**src/pkg/lcr_pkg.sv**
```systemverilog
// constants, register map and carrier types for the lane conditioning registers
package lcr_pkg;

   // register map: one byte-wide register per entry
   localparam int LCR_NUM_REGS = 5;
   localparam int LCR_IDX_DETECT = 0;
   localparam int LCR_IDX_EQ = 1;
   localparam int LCR_IDX_SWING = 2;
   localparam int LCR_IDX_DEEMPH = 3;
   localparam int LCR_IDX_THRESH = 4;

   localparam logic [7:0] LCR_ADDR_DETECT = 8'h39;
   localparam logic [7:0] LCR_ADDR_EQ = 8'h3a;
   localparam logic [7:0] LCR_ADDR_SWING = 8'h3b;
   localparam logic [7:0] LCR_ADDR_DEEMPH = 8'h3c;
   localparam logic [7:0] LCR_ADDR_THRESH = 8'h3d;

   localparam logic [7:0] LCR_RST_DETECT = 8'h00;
   localparam logic [7:0] LCR_RST_EQ = 8'h20;
   localparam logic [7:0] LCR_RST_SWING = 8'h03;
   localparam logic [7:0] LCR_RST_DEEMPH = 8'h03;
   localparam logic [7:0] LCR_RST_THRESH = 8'h00;

   // writable bits; reserved bits are stored as zero and read as zero
   localparam logic [7:0] LCR_MASK_DETECT = 8'h33;
   localparam logic [7:0] LCR_MASK_EQ = 8'h3f;
   localparam logic [7:0] LCR_MASK_SWING = 8'h3f;
   localparam logic [7:0] LCR_MASK_DEEMPH = 8'hff;
   localparam logic [7:0] LCR_MASK_THRESH = 8'h0f;

   localparam logic [7:0] LCR_ADDR_TBL [LCR_NUM_REGS] = '{LCR_ADDR_DETECT, LCR_ADDR_EQ,
      LCR_ADDR_SWING, LCR_ADDR_DEEMPH, LCR_ADDR_THRESH};
   localparam logic [7:0] LCR_RST_TBL [LCR_NUM_REGS] = '{LCR_RST_DETECT, LCR_RST_EQ,
      LCR_RST_SWING, LCR_RST_DEEMPH, LCR_RST_THRESH};
   localparam logic [7:0] LCR_MASK_TBL [LCR_NUM_REGS] = '{LCR_MASK_DETECT, LCR_MASK_EQ,
      LCR_MASK_SWING, LCR_MASK_DEEMPH, LCR_MASK_THRESH};

   // detect/select register fields
   localparam int LCR_QUIET_AUTO_BIT = 5;
   localparam int LCR_QUIET_SEL_BIT = 4;
   localparam int LCR_RATE_AUTO_BIT = 1;
   localparam int LCR_RATE_SEL_BIT = 0;

   // equalizer fields: 3 gain stages x 8 boost settings = 24 levels
   localparam int LCR_EQ_EN_BIT = 5;
   localparam int LCR_EQ_GAIN_HI = 4;
   localparam int LCR_EQ_GAIN_LO = 3;
   localparam int LCR_EQ_BOOST_HI = 2;
   localparam int LCR_EQ_BOOST_LO = 0;
   localparam int LCR_EQ_LEVELS = 24;
   localparam logic [5:0] LCR_EQ_BYPASS = 6'h20;

   // swing field and its documented codes
   localparam int LCR_SWING_HI = 5;
   localparam logic [5:0] LCR_SWING_600MV = 6'h03;
   localparam logic [5:0] LCR_SWING_800MV = 6'h07;
   localparam logic [5:0] LCR_SWING_1000MV = 6'h0f;

   // de-emphasis fields and codes
   localparam int LCR_DEEMPH_STYLE_BIT = 7;
   localparam int LCR_DEEMPH_LEVEL_HI = 6;
   localparam logic [7:0] LCR_DEEMPH_0DB = 8'h01;
   localparam logic [7:0] LCR_DEEMPH_3P5DB = 8'he8;
   localparam logic [7:0] LCR_DEEMPH_6DB = 8'h88;
   localparam logic [7:0] LCR_DEEMPH_9DB = 8'h90;
   localparam logic [7:0] LCR_DEEMPH_12DB = 8'ha0;
   localparam logic [7:0] LCR_DEEMPH_RSVD = 8'hc0;

   // quiet threshold fields: deassert pair high, assert pair low
   localparam int LCR_THR_DEASSERT_HI = 3;
   localparam int LCR_THR_DEASSERT_LO = 2;
   localparam int LCR_THR_ASSERT_HI = 1;
   localparam int LCR_THR_ASSERT_LO = 0;

   // three-level strap pin reading
   localparam logic [1:0] LCR_STRAP_LOW = 2'h0;
   localparam logic [1:0] LCR_STRAP_HIGH = 2'h1;
   localparam logic [1:0] LCR_STRAP_FLOAT = 2'h2;

   typedef struct packed {
      logic [7:0] addr;
      logic [7:0] wdata;
      logic wr;
      logic rd;
   } lcr_bus_req_t;

   typedef struct packed {
      logic [1:0] equalizer_strap_high;
      logic [1:0] equalizer_strap_low;
      logic [1:0] deemphasis_strap_high;
      logic [1:0] deemphasis_strap_low;
   } lcr_strap_t;

   typedef struct packed {
      logic detector_enable;
      logic output_muted;
      logic rate_auto;
      logic rate_5g;
      logic eq_enable;
      logic [1:0] gain_stage_field;
      logic [2:0] boost_level_field;
      logic [5:0] output_swing_field;
      logic deemphasis_style;
      logic [6:0] deemph_level;
      logic [1:0] quiet_deassert_thr;
      logic [1:0] quiet_assert_thr;
   } lcr_lane_ctrl_t;

endpackage

```
**src/hdl/lcr_lane_regs.sv**
```systemverilog
// lane conditioning register bank with lane control outputs
//
// Strobed register access was decided locally.
`timescale 1ns/1ps
`default_nettype none
module lcr_lane_regs
   import lcr_pkg::*;
(
   input wire logic i_sys_clk,
   input wire logic i_reset_n,
   input wire lcr_bus_req_t i_bus,
   output logic [7:0] o_rdata,
   input wire lcr_strap_t i_strap,
   input wire logic i_signal_present,
   input wire logic i_rate_detected_5g,
   output lcr_lane_ctrl_t o_lane_ctrl
);

   ////////////////////////////////////////////////////////////////////////////
   // storage and decode

   logic [7:0] regs_q [LCR_NUM_REGS];
   logic [LCR_NUM_REGS-1:0] hit;
   logic strap_done_q;
   logic strap_load;
   logic [5:0] strap_eq_code;
   logic strap_eq_valid;
   logic [7:0] strap_deemph_code;
   logic strap_deemph_valid;
   logic [7:0] rdata_d;
   logic [7:0] rdata_q;
   lcr_lane_ctrl_t ctrl_d;
   lcr_lane_ctrl_t ctrl_q;

   // strap pins translated to register codes
   lcr_strap_decode u_strap_decode (
      .i_strap(i_strap),
      .o_eq_code(strap_eq_code),
      .o_eq_valid(strap_eq_valid),
      .o_deemph_code(strap_deemph_code),
      .o_deemph_valid(strap_deemph_valid)
   );

   // straps are sampled once, on the first edge after reset release
   always_ff @(posedge i_sys_clk) begin
      if (!i_reset_n) begin
         strap_done_q <= 1'b0;
      end else begin
         strap_done_q <= 1'b1;
      end
   end

   assign strap_load = !strap_done_q;

   ////////////////////////////////////////////////////////////////////////////
   // register entries

   generate
      for (genvar g = 0; g < LCR_NUM_REGS; g++) begin : g_reg
         assign hit[g] = (i_bus.addr == LCR_ADDR_TBL[g]);

         // bus write stores only defined bits; strap load seeds eq and deemph
         always_ff @(posedge i_sys_clk) begin
            if (!i_reset_n) begin
               regs_q[g] <= LCR_RST_TBL[g];
            end else if (i_bus.wr && hit[g]) begin
               regs_q[g] <= i_bus.wdata & LCR_MASK_TBL[g];
            end else if (strap_load && (g == LCR_IDX_EQ) && strap_eq_valid) begin
               regs_q[g] <= {2'h0, strap_eq_code};
            end else if (strap_load && (g == LCR_IDX_DEEMPH) && strap_deemph_valid) begin
               regs_q[g] <= strap_deemph_code;
            end
         end
      end
   endgenerate

   ////////////////////////////////////////////////////////////////////////////
   // read port: data stands in the cycle after the read strobe only

   always_comb begin
      rdata_d = 8'h00;
      if (i_bus.rd) begin
         for (int k = 0; k < LCR_NUM_REGS; k++) begin
            if (hit[k]) begin
               rdata_d = regs_q[k];
            end
         end
      end
   end

   // unmapped reads answer zero
   always_ff @(posedge i_sys_clk) begin
      if (!i_reset_n) begin
         rdata_q <= 8'h00;
      end else begin
         rdata_q <= rdata_d;
      end
   end

   assign o_rdata = rdata_q;

   ////////////////////////////////////////////////////////////////////////////
   // lane control decode from the register fields

   always_comb begin
      // quiet handling: detector runs only in automatic mode
      ctrl_d.detector_enable = regs_q[LCR_IDX_DETECT][LCR_QUIET_AUTO_BIT];
      if (regs_q[LCR_IDX_DETECT][LCR_QUIET_AUTO_BIT]) begin
         ctrl_d.output_muted = !i_signal_present;
      end else begin
         ctrl_d.output_muted = regs_q[LCR_IDX_DETECT][LCR_QUIET_SEL_BIT];
      end
      // rate: automatic follows the detector, else forced by select bit
      ctrl_d.rate_auto = regs_q[LCR_IDX_DETECT][LCR_RATE_AUTO_BIT];
      if (regs_q[LCR_IDX_DETECT][LCR_RATE_AUTO_BIT]) begin
         ctrl_d.rate_5g = i_rate_detected_5g;
      end else begin
         ctrl_d.rate_5g = regs_q[LCR_IDX_DETECT][LCR_RATE_SEL_BIT];
      end
      // equalizer fields, bypass when enable alone is set
      ctrl_d.eq_enable = regs_q[LCR_IDX_EQ][LCR_EQ_EN_BIT];
      ctrl_d.gain_stage_field = regs_q[LCR_IDX_EQ][LCR_EQ_GAIN_HI:LCR_EQ_GAIN_LO];
      ctrl_d.boost_level_field = regs_q[LCR_IDX_EQ][LCR_EQ_BOOST_HI:LCR_EQ_BOOST_LO];
      // swing code passes straight to the driver
      ctrl_d.output_swing_field = regs_q[LCR_IDX_SWING][LCR_SWING_HI:0];
      // de-emphasis style and level
      ctrl_d.deemphasis_style = regs_q[LCR_IDX_DEEMPH][LCR_DEEMPH_STYLE_BIT];
      ctrl_d.deemph_level = regs_q[LCR_IDX_DEEMPH][LCR_DEEMPH_LEVEL_HI:0];
      // quiet detector thresholds
      ctrl_d.quiet_deassert_thr =
         regs_q[LCR_IDX_THRESH][LCR_THR_DEASSERT_HI:LCR_THR_DEASSERT_LO];
      ctrl_d.quiet_assert_thr =
         regs_q[LCR_IDX_THRESH][LCR_THR_ASSERT_HI:LCR_THR_ASSERT_LO];
   end

   // lane controls are registered so the analog side sees glitch-free levels
   always_ff @(posedge i_sys_clk) begin
      if (!i_reset_n) begin
         ctrl_q <= '0;
         ctrl_q.eq_enable <= 1'b1;
         ctrl_q.output_swing_field <= LCR_SWING_600MV;
         ctrl_q.deemph_level <= LCR_RST_DEEMPH[LCR_DEEMPH_LEVEL_HI:0];
      end else begin
         ctrl_q <= ctrl_d;
      end
   end

   assign o_lane_ctrl = ctrl_q;

   ////////////////////////////////////////////////////////////////////////////
   // checks

   // automatic quiet: mute is the inverse of signal presence one cycle later
   chk_quiet_auto_mute: assert property (@(posedge i_sys_clk) disable iff (!i_reset_n)
      $past(i_reset_n) && $past(regs_q[LCR_IDX_DETECT][LCR_QUIET_AUTO_BIT])
      |-> (o_lane_ctrl.output_muted == !$past(i_signal_present)) && o_lane_ctrl.detector_enable)
      else $error("automatic quiet mute mismatch");

   // manual quiet: mute follows select bit, detector off
   chk_manual_quiet_mute: assert property (@(posedge i_sys_clk) disable iff (!i_reset_n)
      $past(i_reset_n) && !$past(regs_q[LCR_IDX_DETECT][LCR_QUIET_AUTO_BIT])
      |-> (o_lane_ctrl.output_muted == $past(regs_q[LCR_IDX_DETECT][LCR_QUIET_SEL_BIT]))
          && !o_lane_ctrl.detector_enable)
      else $error("manual quiet mute mismatch");

   // a write of manual quiet with mute reaches the lane two edges later
   chk_manual_mute_write: assert property (@(posedge i_sys_clk) disable iff (!i_reset_n)
      i_bus.wr && (i_bus.addr == LCR_ADDR_DETECT)
      && !i_bus.wdata[LCR_QUIET_AUTO_BIT] && i_bus.wdata[LCR_QUIET_SEL_BIT]
      ##1 !(i_bus.wr && (i_bus.addr == LCR_ADDR_DETECT))
      |-> ##1 o_lane_ctrl.output_muted)
      else $error("forced mute not applied");

   // rate selection, automatic or forced
   chk_rate_select: assert property (@(posedge i_sys_clk) disable iff (!i_reset_n)
      $past(i_reset_n)
      |-> o_lane_ctrl.rate_5g == ($past(regs_q[LCR_IDX_DETECT][LCR_RATE_AUTO_BIT])
          ? $past(i_rate_detected_5g) : $past(regs_q[LCR_IDX_DETECT][LCR_RATE_SEL_BIT])))
      else $error("rate selection mismatch");

   // equalizer field split: enable, gain stage, boost
   chk_eq_fields: assert property (@(posedge i_sys_clk) disable iff (!i_reset_n)
      $past(i_reset_n)
      |-> {o_lane_ctrl.eq_enable, o_lane_ctrl.gain_stage_field, o_lane_ctrl.boost_level_field}
          == $past(regs_q[LCR_IDX_EQ][LCR_EQ_EN_BIT:0]))
      else $error("equalizer field mismatch");

   // equalizer level index never exceeds the documented count when gain is below 3
   chk_eq_levels: assert property (@(posedge i_sys_clk) disable iff (!i_reset_n)
      (o_lane_ctrl.gain_stage_field != 2'h3)
      |-> ({o_lane_ctrl.gain_stage_field, o_lane_ctrl.boost_level_field} < LCR_EQ_LEVELS))
      else $error("equalizer level out of range");

   // after reset the equalizer reads bypass unless a strap seeds it
   chk_eq_reset_bypass: assert property (@(posedge i_sys_clk) disable iff (!i_reset_n)
      !$past(i_reset_n) |-> regs_q[LCR_IDX_EQ] == {2'h0, LCR_EQ_BYPASS})
      else $error("equalizer reset value wrong");

   // strap seeding of equalizer and de-emphasis on the first edge after release
   chk_strap_seed: assert property (@(posedge i_sys_clk) disable iff (!i_reset_n)
      strap_load && !i_bus.wr && strap_eq_valid
      |=> regs_q[LCR_IDX_EQ] == {2'h0, $past(strap_eq_code)})
      else $error("equalizer strap not loaded");

   chk_strap_deemph: assert property (@(posedge i_sys_clk) disable iff (!i_reset_n)
      strap_load && !i_bus.wr && strap_deemph_valid
      |=> regs_q[LCR_IDX_DEEMPH] == $past(strap_deemph_code))
      else $error("de-emphasis strap not loaded");

   // swing register resets to the 600 mV code
   chk_swing_reset: assert property (@(posedge i_sys_clk)
      !$past(i_reset_n) |=> o_lane_ctrl.output_swing_field == LCR_SWING_600MV)
      else $error("swing reset value wrong");

   // swing write reaches the driver two edges later
   chk_swing_write: assert property (@(posedge i_sys_clk) disable iff (!i_reset_n)
      i_bus.wr && (i_bus.addr == LCR_ADDR_SWING)
      ##1 !(i_bus.wr && (i_bus.addr == LCR_ADDR_SWING))
      |-> ##1 o_lane_ctrl.output_swing_field == $past(i_bus.wdata[LCR_SWING_HI:0], 2))
      else $error("swing write not applied");

   // de-emphasis style and level follow the register
   chk_deemph_fields: assert property (@(posedge i_sys_clk) disable iff (!i_reset_n)
      $past(i_reset_n)
      |-> {o_lane_ctrl.deemphasis_style, o_lane_ctrl.deemph_level}
          == $past(regs_q[LCR_IDX_DEEMPH]))
      else $error("de-emphasis field mismatch");

   // threshold pairs follow the register
   chk_thresh_fields: assert property (@(posedge i_sys_clk) disable iff (!i_reset_n)
      $past(i_reset_n)
      |-> {o_lane_ctrl.quiet_deassert_thr, o_lane_ctrl.quiet_assert_thr}
          == $past(regs_q[LCR_IDX_THRESH][LCR_THR_DEASSERT_HI:0]))
      else $error("threshold field mismatch");

   // threshold reset is the 110/70 mV default pair
   chk_thresh_reset: assert property (@(posedge i_sys_clk)
      !$past(i_reset_n) |=> (o_lane_ctrl.quiet_deassert_thr == 2'h0)
                          && (o_lane_ctrl.quiet_assert_thr == 2'h0))
      else $error("threshold reset value wrong");

   // read answer stands one cycle after the strobe and is zero otherwise
   chk_read_timing: assert property (@(posedge i_sys_clk) disable iff (!i_reset_n)
      !i_bus.rd |=> o_rdata == 8'h00)
      else $error("read data outside answer cycle");

   chk_read_value: assert property (@(posedge i_sys_clk) disable iff (!i_reset_n)
      i_bus.rd && (i_bus.addr == LCR_ADDR_THRESH)
      |=> o_rdata == $past(regs_q[LCR_IDX_THRESH]))
      else $error("threshold read data wrong");

   // reserved detect bits always read back as zero
   chk_reserved_zero: assert property (@(posedge i_sys_clk) disable iff (!i_reset_n)
      (regs_q[LCR_IDX_DETECT] & ~LCR_MASK_DETECT) == 8'h00)
      else $error("reserved bits stored");

endmodule // lcr_lane_regs
`default_nettype wire

```
**src/hdl/lcr_strap_decode.sv**
```systemverilog
// strap pin to register code translation for equalizer and de-emphasis
`timescale 1ns/1ps
`default_nettype none
module lcr_strap_decode
   import lcr_pkg::*;
(
   input wire lcr_strap_t i_strap,
   output logic [5:0] o_eq_code,
   output logic o_eq_valid,
   output logic [7:0] o_deemph_code,
   output logic o_deemph_valid
);

   // equalizer: {high, low} pin pair selects one register code
   always_comb begin
      o_eq_valid = 1'b1;
      case ({i_strap.equalizer_strap_high, i_strap.equalizer_strap_low})
         {LCR_STRAP_FLOAT, LCR_STRAP_FLOAT}: o_eq_code = LCR_EQ_BYPASS;
         {LCR_STRAP_HIGH, LCR_STRAP_HIGH}: o_eq_code = 6'h2a;
         {LCR_STRAP_LOW, LCR_STRAP_LOW}: o_eq_code = 6'h30;
         {LCR_STRAP_FLOAT, LCR_STRAP_LOW}: o_eq_code = 6'h32;
         {LCR_STRAP_HIGH, LCR_STRAP_LOW}: o_eq_code = 6'h39;
         {LCR_STRAP_FLOAT, LCR_STRAP_HIGH}: o_eq_code = 6'h35;
         {LCR_STRAP_LOW, LCR_STRAP_HIGH}: o_eq_code = 6'h37;
         {LCR_STRAP_LOW, LCR_STRAP_FLOAT}: o_eq_code = 6'h3b;
         {LCR_STRAP_HIGH, LCR_STRAP_FLOAT}: o_eq_code = 6'h3d;
         default: begin
            o_eq_code = LCR_EQ_BYPASS;
            o_eq_valid = 1'b0;
         end
      endcase
   end

   // de-emphasis: {high, low} pin pair; reserved setting leaves the register alone
   always_comb begin
      o_deemph_valid = 1'b1;
      case ({i_strap.deemphasis_strap_high, i_strap.deemphasis_strap_low})
         {LCR_STRAP_LOW, LCR_STRAP_LOW}: o_deemph_code = LCR_DEEMPH_0DB;
         {LCR_STRAP_LOW, LCR_STRAP_HIGH}: o_deemph_code = LCR_DEEMPH_3P5DB;
         {LCR_STRAP_HIGH, LCR_STRAP_HIGH}: o_deemph_code = LCR_DEEMPH_6DB;
         {LCR_STRAP_LOW, LCR_STRAP_FLOAT}: o_deemph_code = LCR_DEEMPH_9DB;
         {LCR_STRAP_HIGH, LCR_STRAP_FLOAT}: o_deemph_code = LCR_DEEMPH_12DB;
         {LCR_STRAP_FLOAT, LCR_STRAP_LOW}: o_deemph_code = LCR_DEEMPH_9DB;
         {LCR_STRAP_FLOAT, LCR_STRAP_HIGH}: o_deemph_code = LCR_DEEMPH_12DB;
         default: begin
            o_deemph_code = LCR_RST_DEEMPH;
            o_deemph_valid = 1'b0;
         end
      endcase
   end

endmodule // lcr_strap_decode
`default_nettype wire

```
**config.mk**
```make
export PLATFORM = sky130hd
export DESIGN_NAME = lcr_lane_regs
export DESIGN_NICKNAME = d
export VERILOG_FILES = /design/src/pkg/lcr_pkg.sv /design/src/hdl/lcr_lane_regs.sv /design/src/hdl/lcr_strap_decode.sv
export SDC_FILE = /design/constraint.sdc
export NUM_CORES = 1
export LEC_CHECK = 0
export BUFFER_PORTS_ARGS = -buffer_cell sky130_fd_sc_hd__buf_4
export CAP_MARGIN = 20
export CORE_AREA = 2 2 73 75
export DETAILED_ROUTE_END_ITERATION = 8
export DIE_AREA = 0 0 75 77
export PLACE_DENSITY_LB_ADDON = 0.05
export SYNTH_ARGS = -nofsm -noshare
export SYNTH_HDL_FRONTEND = slang
export SYNTH_SLANG_ARGS = --single-unit
```
**constraint.sdc**
```tcl
create_clock -name i_sys_clk -period 3.4 [get_ports i_sys_clk]
set_input_delay 0.51 -clock i_sys_clk [delete_from_list [all_inputs] [get_ports i_sys_clk]]
set_output_delay 0.51 -clock i_sys_clk [all_outputs]
set_load 0.005 [all_outputs]
```
==> impl_results.md <==
* Status: completed
* Share of layout cells above drive strength 1 at between 20% and 30%
* Post-DRT Antenna Nets at 0
* Yosys Warn Count at 0
* Unrepaired setup endpoints after global routing: false
* Final count of pins violating max slew at 0
* Multi-input gate area in the final layout at ~0.0010 mm2
* Fin crit share at about half
* Global-route wire length before repair at between 9 and 10 mm
* Total Nets Final at between 300 and 400
* Initial standard-cell utilization of the core at between 50% and 60%
* CTS tree: yes
* Power share of the sequential group at between 50 and 60%
* Number of cells on the worst hold path at 3
* Static leakage at between 0.001 and 0.0015 uW
* Global route total overflow at 0
* Clock buffer count from CTS at 9
* Cts-stage hold buffer count at 0
* Count of cell types in the netlist at 48
* Switching part of the total power at between 20 and 25%
* Endpoint type of the worst setup path: flop
* Largest net degree at the start of global routing at 46
* Most frequent standard cell in the layout excluding fill and tap cells: buf_4
* RePlAce Congestion at approximately 0.84
* Horizontal extent of the die at between 70 and 80 um
* FFs w/ async S/R, synth at 0%
* Post-CTS Resized at 0
* Number of violations reported at the end of detailed-routing iteration 0 at roughly 120
* Time the worst path needs with I/O delays and setup at approximately 1.7 ns
* Count of vias placed by the detailed router at 2001
* Data arrival time of the worst path at 1.71 ns
* Number of synthesized register bits at between 60 and 70
* Area of the die at ~0.0058 mm2
* Top-Level Pins at 66
* Power density of the placed cells at 492 mW/mm2
* Inserted Diodes at 0
* Cell accounting for the most synthesized area: edfxtp_1
* Number of failing setup endpoints in the final timing report at 0
* Largest voltage drop on the vdd net at 0.000260 V
* Row count at 26
* Fin Setup TNS at 0 ns
* Depth of the CTS H-tree at 3
* Die extent in y at 77 um
* Pin slew with the least headroom to its limit at between 0.8 and 0.9 ns
* Post-synth EDFFs at 28
* Worst setup path category: in2reg
* Clock skew after layout at 0.00432 ns
* Routed wire per std cell at between 15 and 20 um
* Number of global-route vias before repair at between 1500 and 2000
* Vias/cell at around 5.3
* Path class of the lowest-slack min-delay path: in2reg
* Worst slack, placed at around 1.3 ns
* Achievable Freq at approximately 580 MHz
* Clock transition at the registers of the reported paths at 0.07 ns
* Area taken by flip-flops and latches at around 0.0016 mm2
* Most frequent cells in the layout: buf_4, dfxtp_1, and2_1
* Post-synth net total at about 270
* Startpoint types: input pin
* Antenna violations before repair at 0
* Mean instance size in the synthesized netlist at 11.4 um2
* Proportion of power drawn by combinational gates at under 10%
* Post-synthesis instance area at roughly 0.0027 mm2
* Drt total wl at 5.69 mm
* Quantity of I/O buffers inserted on ports at 65
* Leading post-synthesis cells by cell area: edfxtp_1, dfxtp_1, and2_1
* Cells after synthesis at roughly 240
* All-Layer GR Usage at between 20 and 25%
* Largest fanout on the critical path at 9
* Clock Sinks at between 60 and 70
* Depth of the worst register-to-register path at 4
* TritonRoute pass-1 iters at 4
* MaxCap Viol Count at 0
* Required @ worst endpoint at around 3.4 ns
* Remaining DRCs at 0
* Root Buffer: clkbuf_8
* Flip-flop cell with the highest count after synthesis: dfxtp_1
* # fillers at 400
* Placeable core region at 0.00498 mm2
* Post-synthesis to final-layout area growth at 25.7%
* Clock insertion delay at the later pin of the skew report at between 0.3 and 0.4 ns
* Synth top area share at around 31%
* Switching power of the nets at between 300 and 400 uW
* Post-detailed-placement half-perimeter wirelength at ~4.2 mm
* Slew Limit Headroom at about 41%
* Portion of the post-synthesis area used by sequential elements at 58.1%
* Post-CTS setup buffers at 0
* Tightest hold margin at 0.432 ns
* Maximum clock path buffer count at 2
* Clock share of power at 39.4%
* Final-report hold violation count at 0
* Post-layout worst setup margin at 1.67 ns
* Internal power at approximately 1300 uW
[flip-flops by register name, indices dropped and copies added, names as in the netlist]
| signal | flops |
|---|---|
| o_lane_ctrl | 28 |
| strap_done_q | 1 |
| o_rdata | 8 |
| regs_q | 28 |
[routing by layer]
layer	track usage, %	up-vias	wire length (um)
met5	0	-	0
met3	6.44	12	418
li1	-	990	-
met4	10.7	0	146
met2	32.0	91	2590
met1	28.8	908	2540
[layout make-up]
cell class	count	area share, %
inverter	3	0.329
clock inverter	5	1.50
sequential	65	46.2
multi-input combinational	158	30.7
tap	70	2.56
clock buffer	11	4.46
timing repair buffer	65	14.3
[worst max-delay path, cell delays in order]
cell      delay (ns)
buf_4           0.11
and4bb_1        0.49
nand3b_4        0.15
o21ai_1         0.44
[path summary, 6_finish.rpt]
| kind | start | end | slack, ns |
|---|---|---|---|
| max | i_bus[16] | regs_q[2][2] | 1.67 |
| min | i_signal_present | o_lane_ctrl[26] | 0.43 |
| max reg2reg | regs_q[0][5] | o_rdata[5] | 2.07 |
| min reg2reg | regs_q[2][1] | o_lane_ctrl[13] | 0.47 |
[cell usage after synthesis, types with 2 or more instances]
cell and number:
and4bb_1 3, buf_6 3, o21a_1 4, buf_2 4, nand3_1 9, a22oi_1 3
nand4_1 3, dfxtp_1 37, edfxtp_1 28, a31oi_1 3, o21ai_1 8, nor2b_1 2
nand3b_1 2, and2_1 33, and4_1 2, nor3_1 5, o22a_1 3, a311oi_1 2
a22o_1 3, clkbuf_1 5, mux2i_1 8, nor2_1 14, nand2_1 13, a21oi_1 4
inv_1 3, o31ai_1 2, nor4_1 2, nand2b_1 9, mux2_1 2, or3_1 2
[logic make-up after synthesis]
| group | share of synthesized area, % |
|---|---|
| simple gates | 23.9 |
| flops | 58.1 |
| mux | 3.77 |
| compound gates | 10.5 |
| buf+inv | 3.35 |
| xor+xnor | 0.322 |
[metrics by stage]
| step | std cells | util, % | total power, uW | cell area (um2) |
|---|---|---|---|---|
| floorplan | 239 | - | 956 | 2720 |
| finish | 377 | 68.8 | 1680 | 3420 |
| global route | 377 | 68.8 | 1740 | 3420 |
| detailed placement | 361 | 64.7 | 1040 | 3220 |
| global placement | 361 | 64.7 | 1030 | 3220 |
| CTS | 377 | 68.8 | 1690 | 3420 |
[power by group through the flow]
stage | Clock, uW | Combinational, uW | Sequential (uW)
detailed placement | 0 | 152 | 886
finish | 664 | 151 | 869
CTS | 674 | 152 | 869
global route | 702 | 166 | 873
global placement | 0 | 149 | 886
floorplan | 0 | 75.2 | 881
No activity file was read; power rests on OpenSTA's default activity.
